<file path="config.mk">
export PLATFORM = sky130hd
export DESIGN_NAME = flash_protect_status
export DESIGN_NICKNAME = d
export VERILOG_FILES = /design/src/flash_pkg.sv /design/src/scenario_gate.sv /design/src/prot_map.sv /design/src/flash_protect_status.sv
export SDC_FILE = /design/constraint.sdc
export NUM_CORES = 1
export LEC_CHECK = 0
export ABC_AREA = 1
export BUFFER_PORTS_ARGS = -buffer_cell sky130_fd_sc_hd__buf_2
export CAP_MARGIN = 10
export CORE_MARGIN = 2
export CORE_UTILIZATION = 40
export DETAILED_ROUTE_END_ITERATION = 8
export PLACE_DENSITY = 0.68
export SYNTH_ARGS = -nofsm -noshare
export SYNTH_HDL_FRONTEND = slang
export SYNTH_SLANG_ARGS = --single-unit
</file>
<file path="constraint.sdc">
create_clock -name aclk -period 2.4 [get_ports aclk]
set_clock_uncertainty 0.15 [all_clocks]
set_input_delay 0.72 -clock aclk [delete_from_list [all_inputs] [get_ports aclk]]
set_output_delay 0.72 -clock aclk [all_outputs]
set_load 0.01 [all_outputs]
</file>
<file path="src/flash_pkg.sv">
// Constants, register map and carrier types of the flash protection and status block.
// Assumes an AXI4-Lite master with 8-bit byte addresses and 32-bit data.
package flash_pkg;

  localparam int         ADDR_W      = 8;
  // Register indices; byte address is four times the index
  localparam logic [3:0] CONFIG_IDX  = 4'h3;
  localparam logic [3:0] PROT_IDX    = 4'h4;
  localparam logic [3:0] STATUS_IDX  = 4'h5;
  localparam logic [3:0] COMMAND_IDX = 4'h6;
  localparam logic [3:0] ARRAY_IDX   = 4'h8;

  // Status register fields
  localparam int ST_BUF_EMPTY = 7;
  localparam int ST_ALL_CMPL  = 6;
  localparam int ST_PROT_VIOL = 5;
  localparam int ST_ACC_ERR   = 4;
  localparam int ST_BLANK     = 2;
  localparam int ST_FAIL      = 1;
  localparam int ST_DONE      = 0;

  // Protection register fields
  localparam int PR_OPEN  = 7;
  localparam int PR_HOFF  = 5;
  localparam int PR_HS_LO = 3;
  localparam int PR_LOFF  = 2;
  localparam int PR_LS_LO = 0;

  // Config register fields
  localparam int         CFG_BUF_IE  = 7;
  localparam int         CFG_CMPL_IE = 6;
  localparam int         CFG_SPECIAL = 0;
  localparam logic [7:0] CFG_MASK    = 8'hC1;

  localparam logic [7:0] PROT_RST   = 8'hFF;
  localparam logic [7:0] STATUS_RST = 8'hC1;
  localparam logic [7:0] CONFIG_RST = 8'h00;

  // Command codes
  localparam logic [7:0] CMD_MASK    = 8'h65;
  localparam logic [7:0] CMD_VERIFY  = 8'h05;
  localparam logic [7:0] CMD_PROGRAM = 8'h20;
  localparam logic [7:0] CMD_SECTOR  = 8'h40;
  localparam logic [7:0] CMD_MASS    = 8'h41;

  // Protected ranges
  localparam logic [0:3][15:0] HIGH_BASE = {16'hF800, 16'hF000, 16'hE000, 16'hC000};
  localparam logic [15:0]      LOW_BASE  = 16'h4000;
  localparam logic [0:3][15:0] LOW_END   = {16'h43FF, 16'h47FF, 16'h4FFF, 16'h5FFF};

  // Allowed scenario moves, one bit per target scenario
  localparam logic [0:7][7:0] SCEN_ALLOW = {8'h0F, 8'h0A, 8'h0C, 8'h08,
                                            8'h18, 8'h3C, 8'h5A, 8'hFF};

  localparam logic [1:0] RESP_OKAY   = 2'h0;
  localparam logic [1:0] RESP_SLVERR = 2'h2;

  typedef struct packed {
    logic [7:0]  code;
    logic [15:0] addr;
  } cmd_t;

endpackage

</file>
<file path="src/scenario_gate.sv">
// Protection scenario decode and the protection-only-grows move check.
// Assumes both bytes use the protection register layout.
`timescale 1ns/1ps
module scenario_gate import flash_pkg::*; (
  input  wire logic [7:0] cur,
  input  wire logic [7:0] nxt,
  output logic [2:0]      cur_scen,
  output logic            allowed
);

  // Polarity, low off, high off form the scenario index
  function automatic logic [2:0] scen(input logic [7:0] p);
    return {p[PR_OPEN], p[PR_LOFF], p[PR_HOFF]};
  endfunction

  assign cur_scen = scen(cur);
  assign allowed  = SCEN_ALLOW[cur_scen][scen(nxt)];

endmodule // scenario_gate

</file>
<file path="src/prot_map.sv">
// Decides whether a command aimed at an address hits protected flash.
// Assumes a 16-bit flash address space; purely combinational.
`timescale 1ns/1ps
module prot_map import flash_pkg::*; (
  input  wire logic [7:0]  prot,
  input  wire logic [15:0] addr,
  input  wire logic [7:0]  code,
  output logic             blocked
);

  logic high_in;
  logic low_in;
  logic high_sel;
  logic low_sel;
  logic in_any;

  always_comb begin
    high_in  = addr >= HIGH_BASE[prot[PR_HS_LO +: 2]];
    low_in   = (addr >= LOW_BASE) && (addr <= LOW_END[prot[PR_LS_LO +: 2]]);
    high_sel = ~prot[PR_HOFF];
    low_sel  = ~prot[PR_LOFF];
    in_any   = (high_sel & high_in) | (low_sel & low_in);
    if (code == CMD_MASS) begin
      // Mass erase fails whenever any byte is protected
      blocked = prot[PR_OPEN] ? (high_sel | low_sel) : 1'b1;
    end else if (code == CMD_PROGRAM || code == CMD_SECTOR) begin
      blocked = prot[PR_OPEN] ? in_any : ~in_any;
    end else begin
      blocked = 1'b0;
    end
  end

endmodule // prot_map

</file>
<file path="src/flash_protect_status.sv">
// Protection register, command write sequence and status flags of a flash controller.
// Assumes an AXI4-Lite master on aclk and a command engine on the same clock.
`timescale 1ns/1ps
module flash_protect_status import flash_pkg::*; (
  input  wire logic              aclk,
  input  wire logic              aresetn,
  input  wire logic [ADDR_W-1:0] awaddr,
  input  wire logic              awvalid,
  output logic                   awready,
  input  wire logic [31:0]       wdata,
  input  wire logic [3:0]        wstrb,
  input  wire logic              wvalid,
  output logic                   wready,
  output logic [1:0]             bresp,
  output logic                   bvalid,
  input  wire logic              bready,
  input  wire logic [ADDR_W-1:0] araddr,
  input  wire logic              arvalid,
  output logic                   arready,
  output logic [31:0]            rdata,
  output logic [1:0]             rresp,
  output logic                   rvalid,
  input  wire logic              rready,
  input  wire logic              nv_valid,
  input  wire logic [7:0]        nv_prot,
  input  wire logic              eng_take,
  input  wire logic              eng_busy,
  input  wire logic              verify_done,
  input  wire logic              verify_erased,
  input  wire logic              stop_req,
  output logic                   cmd_valid,
  output cmd_t                   cmd,
  output logic                   irq
);

  typedef enum logic [2:0] {
    SEQ_IDLE = 3'b001,
    SEQ_ADDR = 3'b010,
    SEQ_CMD  = 3'b100
  } seq_t;

  typedef struct packed {
    logic        awready;
    logic        wready;
    logic        bvalid;
    logic [1:0]  bresp;
    logic        aw_got;
    logic        w_got;
    logic [3:0]  widx;
    logic        wbad;
    logic [31:0] wdata;
    logic [1:0]  wstrb;
    logic        arready;
    logic        rvalid;
    logic [1:0]  rresp;
    logic [31:0] rdata;
    logic [7:0]  prot;
    logic        loaded;
    logic [7:0]  cfg;
    logic        buf_empty;
    logic        all_cmpl;
    logic        prot_viol;
    logic        acc_err;
    logic        blank;
    logic        fail;
    logic        done;
    seq_t        seq;
    logic [15:0] seq_addr;
    logic [7:0]  seq_code;
    logic        cmd_valid;
    cmd_t        cmd;
    logic        irq;
  } state_t;

  state_t      s_q;
  state_t      s_d;
  logic [7:0]  wd;
  logic        wr_go;
  logic        wr_map;
  logic        wr_cfg;
  logic        wr_prot;
  logic        wr_stat;
  logic        wr_cmd;
  logic        wr_arr;
  logic [7:0]  prot_new;
  logic        prot_ok;
  logic [2:0]  scen_now;
  logic [7:0]  code_in;
  logic        code_legal;
  logic        blocked;
  logic        special;
  logic        launch;
  logic        acc_set;
  logic        pv_set;
  logic [7:0]  status_rd;
  logic [7:0]  rd_byte;
  logic        rd_map;

  function automatic logic mapped(input logic [ADDR_W-1:0] a);
    return (a[7:6] == 2'h0) && (a[5:2] == CONFIG_IDX || a[5:2] == PROT_IDX ||
           a[5:2] == STATUS_IDX || a[5:2] == COMMAND_IDX || a[5:2] == ARRAY_IDX);
  endfunction

  ////////////////////////////////////////////////////////////////////////////////
  // Write decode and protection helpers

  assign wd      = s_q.wdata[7:0];
  assign special = s_q.cfg[CFG_SPECIAL];
  assign wr_go   = s_q.aw_got & s_q.w_got & ~s_q.bvalid;
  assign wr_map  = wr_go & ~s_q.wbad;
  assign wr_cfg  = wr_map & s_q.wstrb[0] & (s_q.widx == CONFIG_IDX);
  assign wr_prot = wr_map & s_q.wstrb[0] & (s_q.widx == PROT_IDX);
  assign wr_stat = wr_map & s_q.wstrb[0] & (s_q.widx == STATUS_IDX);
  assign wr_cmd  = wr_map & s_q.wstrb[0] & (s_q.widx == COMMAND_IDX);
  // An array write needs the whole 16-bit word
  assign wr_arr  = wr_map & (&s_q.wstrb) & (s_q.widx == ARRAY_IDX);
  assign code_in = wd & CMD_MASK;
  assign code_legal = (code_in == CMD_VERIFY) || (code_in == CMD_PROGRAM) ||
                      (code_in == CMD_SECTOR) || (code_in == CMD_MASS);

  // Size fields keep their old value unless the matching off bit is set
  assign prot_new = {wd[7:6], wd[PR_HOFF],
                     s_q.prot[PR_HOFF] ? wd[PR_HS_LO +: 2] : s_q.prot[PR_HS_LO +: 2],
                     wd[PR_LOFF],
                     s_q.prot[PR_LOFF] ? wd[PR_LS_LO +: 2] : s_q.prot[PR_LS_LO +: 2]};

  scenario_gate u_gate (
    .cur      (s_q.prot),
    .nxt      (prot_new),
    .cur_scen (scen_now),
    .allowed  (prot_ok)
  );

  prot_map u_map (
    .prot    (s_q.prot),
    .addr    (s_q.seq_addr),
    .code    (code_in),
    .blocked (blocked)
  );

  // Fail and done are hidden outside special modes; bit 3 is always zero
  assign status_rd = {s_q.buf_empty, s_q.all_cmpl, s_q.prot_viol, s_q.acc_err, 1'b0, s_q.blank,
                      s_q.fail & special, s_q.done & special};

  always_comb begin
    rd_map  = mapped(araddr);
    rd_byte = 8'h00;
    case (araddr[5:2])
      CONFIG_IDX:  rd_byte = s_q.cfg;
      PROT_IDX:    rd_byte = s_q.prot;
      STATUS_IDX:  rd_byte = status_rd;
      COMMAND_IDX: rd_byte = (s_q.seq == SEQ_CMD) ? s_q.seq_code : 8'h00;
      default:     rd_byte = 8'h00;
    endcase
    if (!rd_map) begin
      rd_byte = 8'h00;
    end
  end

  ////////////////////////////////////////////////////////////////////////////////
  // Next state

  always_comb begin
    s_d     = s_q;
    launch  = 1'b0;
    acc_set = 1'b0;
    pv_set  = 1'b0;

    // AXI write channels; address and data may arrive in either order
    if (awvalid && s_q.awready) begin
      s_d.aw_got = 1'b1;
      s_d.widx   = awaddr[5:2];
      s_d.wbad   = ~mapped(awaddr);
    end
    if (wvalid && s_q.wready) begin
      s_d.w_got = 1'b1;
      s_d.wdata = wdata;
      s_d.wstrb = wstrb[1:0];
    end
    if (wr_go) begin
      s_d.aw_got = 1'b0;
      s_d.w_got  = 1'b0;
      s_d.bvalid = 1'b1;
      s_d.bresp  = s_q.wbad ? RESP_SLVERR : RESP_OKAY;
    end else if (bready && s_q.bvalid) begin
      s_d.bvalid = 1'b0;
    end
    s_d.awready = ~s_d.aw_got & ~s_d.bvalid;
    s_d.wready  = ~s_d.w_got & ~s_d.bvalid;

    // AXI read channel
    if (arvalid && s_q.arready) begin
      s_d.rvalid = 1'b1;
      s_d.rdata  = {24'h000000, rd_byte};
      s_d.rresp  = rd_map ? RESP_OKAY : RESP_SLVERR;
    end else if (rready && s_q.rvalid) begin
      s_d.rvalid = 1'b0;
    end
    s_d.arready = ~s_d.rvalid;

    if (wr_cfg) begin
      s_d.cfg = wd & CFG_MASK;
    end

    // Protection writes before the nonvolatile image loads are dropped so it cannot be overtaken
    if (!s_q.loaded) begin
      if (nv_valid) begin
        s_d.prot   = nv_prot;
        s_d.loaded = 1'b1;
      end
    end else if (wr_prot && prot_ok) begin
      s_d.prot = prot_new;
    end

    // Command write sequence
    case (s_q.seq)
      SEQ_IDLE: begin
        if (wr_arr) begin
          if (s_q.wdata[0]) begin
            acc_set = 1'b1;
          end else begin
            s_d.seq      = SEQ_ADDR;
            s_d.seq_addr = s_q.wdata[15:0];
          end
        end else if (wr_cmd) begin
          acc_set = 1'b1;
        end else if (wr_stat && wd[ST_BUF_EMPTY] && s_q.buf_empty) begin
          // Nothing to launch; treated as a sequence violation
          acc_set = 1'b1;
        end
      end
      SEQ_ADDR: begin
        if (wr_cmd) begin
          if (!code_legal) begin
            acc_set = 1'b1;
          end else if (blocked) begin
            pv_set  = 1'b1;
            s_d.seq = SEQ_IDLE;
          end else begin
            s_d.seq      = SEQ_CMD;
            s_d.seq_code = code_in;
          end
        end else if (wr_arr || wr_stat) begin
          acc_set = 1'b1;
        end
      end
      SEQ_CMD: begin
        if (wr_stat) begin
          if (!wd[ST_BUF_EMPTY]) begin
            acc_set = 1'b1;
          end else if (s_q.buf_empty && !s_q.prot_viol && !s_q.acc_err && !s_q.fail) begin
            launch  = 1'b1;
            s_d.seq = SEQ_IDLE;
          end else begin
            s_d.seq = SEQ_IDLE;
          end
        end else if (wr_arr || wr_cmd) begin
          acc_set = 1'b1;
        end
      end
      default: begin
        s_d.seq = SEQ_IDLE;
      end
    endcase
    if (acc_set) begin
      s_d.seq = SEQ_IDLE;
    end
    if (stop_req && !s_q.all_cmpl) begin
      acc_set = 1'b1;
    end

    // Command buffer towards the engine
    if (launch) begin
      s_d.cmd_valid = 1'b1;
      s_d.cmd       = '{code: s_q.seq_code, addr: s_q.seq_addr};
      s_d.buf_empty = 1'b0;
    end else if (eng_take && s_q.cmd_valid) begin
      s_d.cmd_valid = 1'b0;
      s_d.buf_empty = 1'b1;
    end

    // Complete flag needs an empty buffer and an idle engine
    if (launch) begin
      s_d.all_cmpl = 1'b0;
    end else if (s_q.buf_empty && !s_q.cmd_valid && !eng_busy) begin
      s_d.all_cmpl = 1'b1;
    end

    // Sticky flags, then done from the idle engine; a set in the same cycle beats the clear
    s_d.prot_viol = (s_q.prot_viol & ~(wr_stat & wd[ST_PROT_VIOL])) | pv_set;
    s_d.acc_err   = (s_q.acc_err & ~(wr_stat & wd[ST_ACC_ERR])) | acc_set;
    s_d.fail      = (s_q.fail & ~(wr_stat & wd[ST_FAIL] & special)) |
                    (special & verify_done & ~verify_erased);
    if (verify_done && verify_erased) begin
      s_d.blank = 1'b1;
    end else if (launch) begin
      s_d.blank = 1'b0;
    end
    s_d.done = ~eng_busy;

    s_d.irq = (s_d.buf_empty & s_d.cfg[CFG_BUF_IE]) |
              (s_d.all_cmpl & s_d.cfg[CFG_CMPL_IE]);
  end

  always_ff @(posedge aclk) begin
    if (!aresetn) begin
      s_q           <= '0;
      s_q.prot      <= PROT_RST;
      s_q.cfg       <= CONFIG_RST;
      s_q.buf_empty <= STATUS_RST[ST_BUF_EMPTY];
      s_q.all_cmpl  <= STATUS_RST[ST_ALL_CMPL];
      s_q.done      <= STATUS_RST[ST_DONE];
      s_q.seq       <= SEQ_IDLE;
    end else begin
      s_q <= s_d;
    end
  end

  assign awready   = s_q.awready;
  assign wready    = s_q.wready;
  assign bvalid    = s_q.bvalid;
  assign bresp     = s_q.bresp;
  assign arready   = s_q.arready;
  assign rvalid    = s_q.rvalid;
  assign rdata     = s_q.rdata;
  assign rresp     = s_q.rresp;
  assign cmd_valid = s_q.cmd_valid;
  assign cmd       = s_q.cmd;
  assign irq       = s_q.irq;
endmodule // flash_protect_status

</file>
---- After elaboration in Yosys (flattened, before gate mapping) ----
Memory sizes are Yosys's and may differ from the RTL's.
Index checks and enable logic that the tools add are counted.
operators by class
  order comparisons ....................... 7
  equality and inequality tests ........... 31
  muxes and demuxes ....................... 69
  bitwise logic cells ..................... 54
  reductions and logical operators ........ 52
operators with widths
  operator                                                number
  binary-select mux 16 bit (select 2 bit)                 2
  two-way mux 16 bit                                      4
  two-way mux 8 bit                                       6
  equality test 4 x 3 -> 1 bit (second input constant)    10
  two-way mux 1 bit                                       39
  two-way mux 19 bit                                      2
  one-hot mux 8 bit (4 select lines)                      1
  bitwise AND 1 bit                                       27
  equality test 4 bit (second input constant)             5
  logical AND 1 bit                                       19
  NOT 1 bit                                               18
  equality test 4 x 2 -> 1 bit (second input constant)    4
  >= comparator 16 x 15 -> 1 bit (second input constant)  1
  >= comparator 16 bit                                    1
  <= comparator 16 bit                                    1
  two-way mux 3 bit                                       5
  logical OR 1 bit                                        14
  != test 2 bit (second input constant)                   6
  two-way mux 2 bit                                       5
  two-way mux 9 bit                                       1
  one-hot mux 3 bit (3 select lines)                      1
  AND reduction 3 bit                                     3
  two-way mux 7 bit                                       1
  >= comparator 3 bit (second input constant)             2
  other kinds (18)                                        35
word-level totals
  register bits after elaboration ......... 104
  memory bits (read-only) ................. 64
  bits of input ports ..................... 73
  output and inout port bits .............. 67
  word-level logic and storage cells ...... 248
  memories kept ........................... 1
memory list
  memory            depth  bits a word  read ports  clocked after memory_dff  write ports  RTL line             source
  (name not given)  8      8            1           0                         0            scenario_gate.sv:17  assign allowed = SCEN_ALLOW[cur_scen][scen(nxt)];

---- Logic depth before layout (Yosys ltp) ----
  word-level depth ........................ 17
  depth in mapped cells ................... 16
  mapped depth without buffers ............ 16

---- By module ----
A second synthesis with hierarchy kept.
unflattened totals
  cells, all modules ...................... 737
  area total of the unflattened synthesis .. 5231.3 µm²
modules (own cells, without submodules)
  module                instances  cells each  area an instance (µm²)  seq. area each (µm²)
  flash_protect_status  1          631         4702.0                  2042.0
  prot_map              1          79          389.1                   0.0
  scenario_gate         1          27          140.1                   0.0

---- Worst setup path before layout ----
Ideal clock, no wire load.
  path type ............................... input -> register
  start ................................... in araddr[4]
  end ..................................... reg s_q (netlist bit rdata[0])
  library setup time ...................... 0.070 ns
  arrival ................................. 1.703 ns
  required time ........................... 2.180 ns
  path slack .............................. 0.477 ns
  stages on the path ...................... 10
  buffers on the path ..................... 0
  cells stage by stage .................... inv_1 > nor2_1 > nand2_1 > nand2_1 > inv_1 > nand2_1 > nand2_1 > nor3_2 > o21ai_0 > a21oi_1
on the way
  cells in the longest elaborated chain, start to end .. 7
  elaborated cells on any way between the ends .. 12
  classes of those cells .................. eq/ne: 5; mux: 2; reduce/logical: 5
ends and longest elaborated chain
  element                                                                              RTL line                                                  source
  start, declared                                                                      flash_protect_status.sv:17                                input wire logic [ADDR_W-1:0] araddr,
  equality test 4 x 2 -> 1 bit / equality test 4 x 3 -> 1 bit (equally long branches)  flash_protect_status.sv:100, flash_protect_status.sv:148
  logical OR 1 bit (2 in series)                                                       flash_protect_status.sv:100                               return (a[7:6] == 2'h0) && (a[5:2] == CONFIG_IDX || a[5:2] == PROT_IDX ||
  logical OR 1 bit (2 in series)                                                       flash_protect_status.sv:101                               a[5:2] == STATUS_IDX || a[5:2] == COMMAND_IDX || a[5:2] == ARRAY_IDX);
  logical AND 1 bit                                                                    flash_protect_status.sv:100
  two-way mux 8 bit (*)                                                                flash_protect_status.sv:155                               if (!rd_map) begin
  end, declared                                                                        flash_protect_status.sv:75                                state_t s_q;
Mark *: on every way between the ends. The rest lies on a longest branch, timed or not.
A chain may end at the register's enable or synchronous reset.

---- Worst setup path after layout ----
  start ................................... reg s_q[73] (netlist name)
  end ..................................... reg s_q[32] (netlist name)
on the way
  cells in the longest elaborated chain, start to end .. 13
ends and longest elaborated chain
  element                                                     RTL line        source
  NOT 2 -> 3 bit (implied by the code) (*)                    prot_map.sv:18  high_in = addr >= HIGH_BASE[prot[PR_HS_LO +: 2]];
  binary-select mux 16 bit (select 2 bit) (*)                 prot_map.sv:18
  two-way mux 16 bit (implied by the code) (*) (2 in series)  prot_map.sv:18
  >= comparator 16 bit (*)                                    prot_map.sv:18
  bitwise AND 1 bit (*)                                       prot_map.sv:22  in_any = (high_sel & high_in) | (low_sel & low_in);
  OR 1 bit (*)                                                prot_map.sv:22
  NOT 1 bit                                                   prot_map.sv:27  blocked = prot[PR_OPEN] ? in_any : ~in_any;
  two-way mux 1 bit (*)                                       prot_map.sv:27
  two-way mux 1 bit (*)                                       prot_map.sv:26  end else if (code == CMD_PROGRAM || code == CMD_SECTOR) begin
  two-way mux 1 bit (*)                                       prot_map.sv:23  if (code == CMD_MASS) begin
  NOT 1 bit (no line) (*)                                     -
  AND reduction 4 bit (no line) (*)                           -
Mark *: on every way between the ends. The rest lies on a longest branch, timed or not. The select of a mux whose other input is x is not followed.

==> flow_summary_export.csv <==
group,metric,value,unit
power_and_ir_drop,leakage,2.55,nW
worst_setup_path,worst_ep_required_time,2.53,ns
worst_setup_path,path_max_fanout,9,
worst_setup_path,start_kind,"flip-flop",
detailed_routing,wl_met2,5080,µm
sta,hold_slack,0.288,ns
worst_setup_path,endpoint_kind,"flip-flop",
clock_tree,cts_resized,0,
worst_setup_path,path_class,"reg -> reg",
worst_setup_path,path_common_cell,"nand2_1",
die,start_util,0.409,
die,io_pins,140,
synth,ys_async_sr_fraction,0,
detailed_routing,ant_nets,0,
worst_setup_path,critPathTopFamily,"simple AND/OR/NAND/NOR gates",
sta,tns,0,ns
clock_tree,cts_root_buf,"clkbuf_16",
grt,grt_first_pass_wirelength,18200,µm
sta,fmax,460,MHz
status,status,"completed",
sta,finalCritPeriodShare,0.906,
layout,drive_gt1_frac,0.191,
grt,grt_max_degree,71,
worst_setup_path,cp_cell_sequence,"nand2_1, inv_1, ha_1, nand2_1, inv_1, nor3_1, nand2_1, nand2_1, nand3_1, nand3_1, nand4_4, nand2_1, nand2_1, nor2_1",
layout,mostFrequentLayoutCells,"102 x dfxtp_1, 93 x nand2_1, 86 x buf_2",
clock_tree,postCtsSetupRepairBufs,0,
detailed_routing,num_vias,4265,
clock_tree,clockBufferDepth,2,
layout,syn_to_final_growth,11.6,%
worst_setup_path,worstPathArrival,2.30,ns
clock_tree,htreeDepth,3,
power_and_ir_drop,ir_drop,0.293,mV
detailed_routing,via_per_inst,4.89,
placed_design,dp_hpwl,8450,µm
layout,nNetsFinal,801,
worst_setup_path,crit_buf_inv,2,
detailed_routing,routed.top_layer,"met4",
grt,grt_pass1_vias,3772,
worst_hold_path,hold_class,"reg -> reg",
placed_design,placement.io_buffers,86,
placed_design,place.gp.congestion,0.906,
worst_setup_path,slowest_stage,"dfxtp_1",
die,die_area,0.0132,mm²
synth,synthCells,668,
sta,slew_violations,0,
synth,synth_warnings,0,
detailed_routing,met1_length,5390,µm
grt,antenna_found_initial,0,
synth,synth_edf_count,0,
detailed_routing,met3_length,637,µm
detailed_routing,first_iter_violations,231,
die,core-area,0.0120,mm²
synth,synth_area,0.00491,mm²
power_and_ir_drop,power_per_cell_area,661,mW/mm²
worst_setup_path,max_stage_delay,0.43,ns
synth,synthFlopType,"dfxtp_1",
clock_tree,cts_hold_buf,0,
clock_tree,clock-sinks,102,
sta,hold_viol,0,
sta,setup_viol,0,
layout,mostFrequentLayoutCell,"dfxtp_1",
detailed_routing,wl_per_cell,13.0,µm
synth,ys_ff_latch,102,
power_and_ir_drop,power,3.62,mW
clock_tree,clk_latency,0.34,ns
clock_tree,cts_tree,"done",
die,die_w,115,µm
job,drv_cap,0,
detailed_routing,drc,0,
synth,syn_area_per_cell,7.36,µm²
clock_tree,cts_buffers,9,
grt,overflow,0,
layout,layout.core_utilization,0.456,
die,die_h,115,µm
sta,finalWorstSetupSlack,0.224,ns
sta,finalCriticalPeriod,2.18,ns
die,fp-row-count,40,
clock_tree,clk_pin_slew,0.07,ns
grt,grt.total_usage,0.174,
synth,synth_cell_type_count,40,
detailed_routing,drt-pass1-iter-count,5,
sta,rsz0062_at_grt,"false",
layout,antennaDiodeCount,0,
placed_design,pre_cts_ws,0.247,ns
detailed_routing,drt_wl_total,11400,µm
synth,ys_seq_area_frac,0.415,
==> cell type report <==
type | count | area, µm²
fillers | 1266 | 6530
multi-input cells | 436 | 2150
flip-flops and latches | 102 | 2040
repair buffers | 95 | 510
inverters | 77 | 289
clock buffers | 10 | 239
well taps | 147 | 184
clock inverters | 6 | 68.8
==> synth_stat cells (4+ instances only) <==
library cell	instances	area, µm²
nand2_2	5	31.3
o21ai_0	67	335
o21ai_1	10	50.1
ha_1	7	87.6
buf_2	8	40.0
nand3_1	35	175
nor3_1	9	45.0
clkbuf_1	14	52.6
nor2_1	76	285
inv_2	8	30.0
nor3_2	4	40.0
buf_4	60	450
dfxtp_1	102	2040
nand2_1	93	349
inv_1	69	259
a21oi_1	60	300
==> registers in the layout (all words and copies together), names as in the netlist <==
register / count
s_q: 61
cmd: 19
rdata: 8
code_in: 4
arready: 1
awready: 1
bresp: 1
bvalid: 1
cmd_valid: 1
irq: 1
prot_new: 1
rresp: 1
rvalid: 1
wready: 1
==> logic make-up (layout without fill, tap and decap cells) <==
logic type,after synthesis,after routing,share of synthesized area
other,1,31,0.000763
adder cells (fa/ha/maj),7,7,0.0178
AND/OR/NAND/NOR,239,239,0.222
buffers and inverters,160,188,0.170
flip-flops,102,102,0.415
AO/OA/AOI/OAI,159,159,0.174
==> worst paths after layout <==
kind                        startpoint                   end  slack [ns]  cells after the start
hold / removal     cmd[4]$_SDFFE_PN0P_   cmd[4]$_SDFFE_PN0P_        0.29                      2
setup / recovery  s_q[73]$_SDFFE_PN1P_  s_q[32]$_SDFFE_PN0P_        0.22                     14
hold reg to reg    cmd[4]$_SDFFE_PN0P_   cmd[4]$_SDFFE_PN0P_        0.29                      2
setup reg to reg  s_q[73]$_SDFFE_PN1P_  s_q[32]$_SDFFE_PN0P_        0.22                     14
==> tightest hold or removal path: stages (launching register included) <==
cell	delay, ns
dfxtp_1	0.31
inv_1	0.04
a21oi_1	0.05
==> where the power goes <==
part           switching (mW)  total, mW  internal, mW
sequential             0.0468       1.79          1.75
clock                   0.645       1.49         0.840
combinational           0.223      0.343         0.120
total                   0.915       3.62          2.71
==> through the flow <==
step                      area [µm²]  std cells
after floorplan                 5030        698
after global placement          5170        857
after detailed placement        5170        857
after CTS                       5480        873
after global routing            5480        873
final                           5480        873
==> layer usage <==
layer / GRT usage / vias to the layer above
met5: 0 / -
met4: 0.0787 / 0
met2: 0.267 / 127
li1: - / 2202
met3: 0.0290 / 23
met1: 0.239 / 1913
Power figures use the tool's default switching activity.
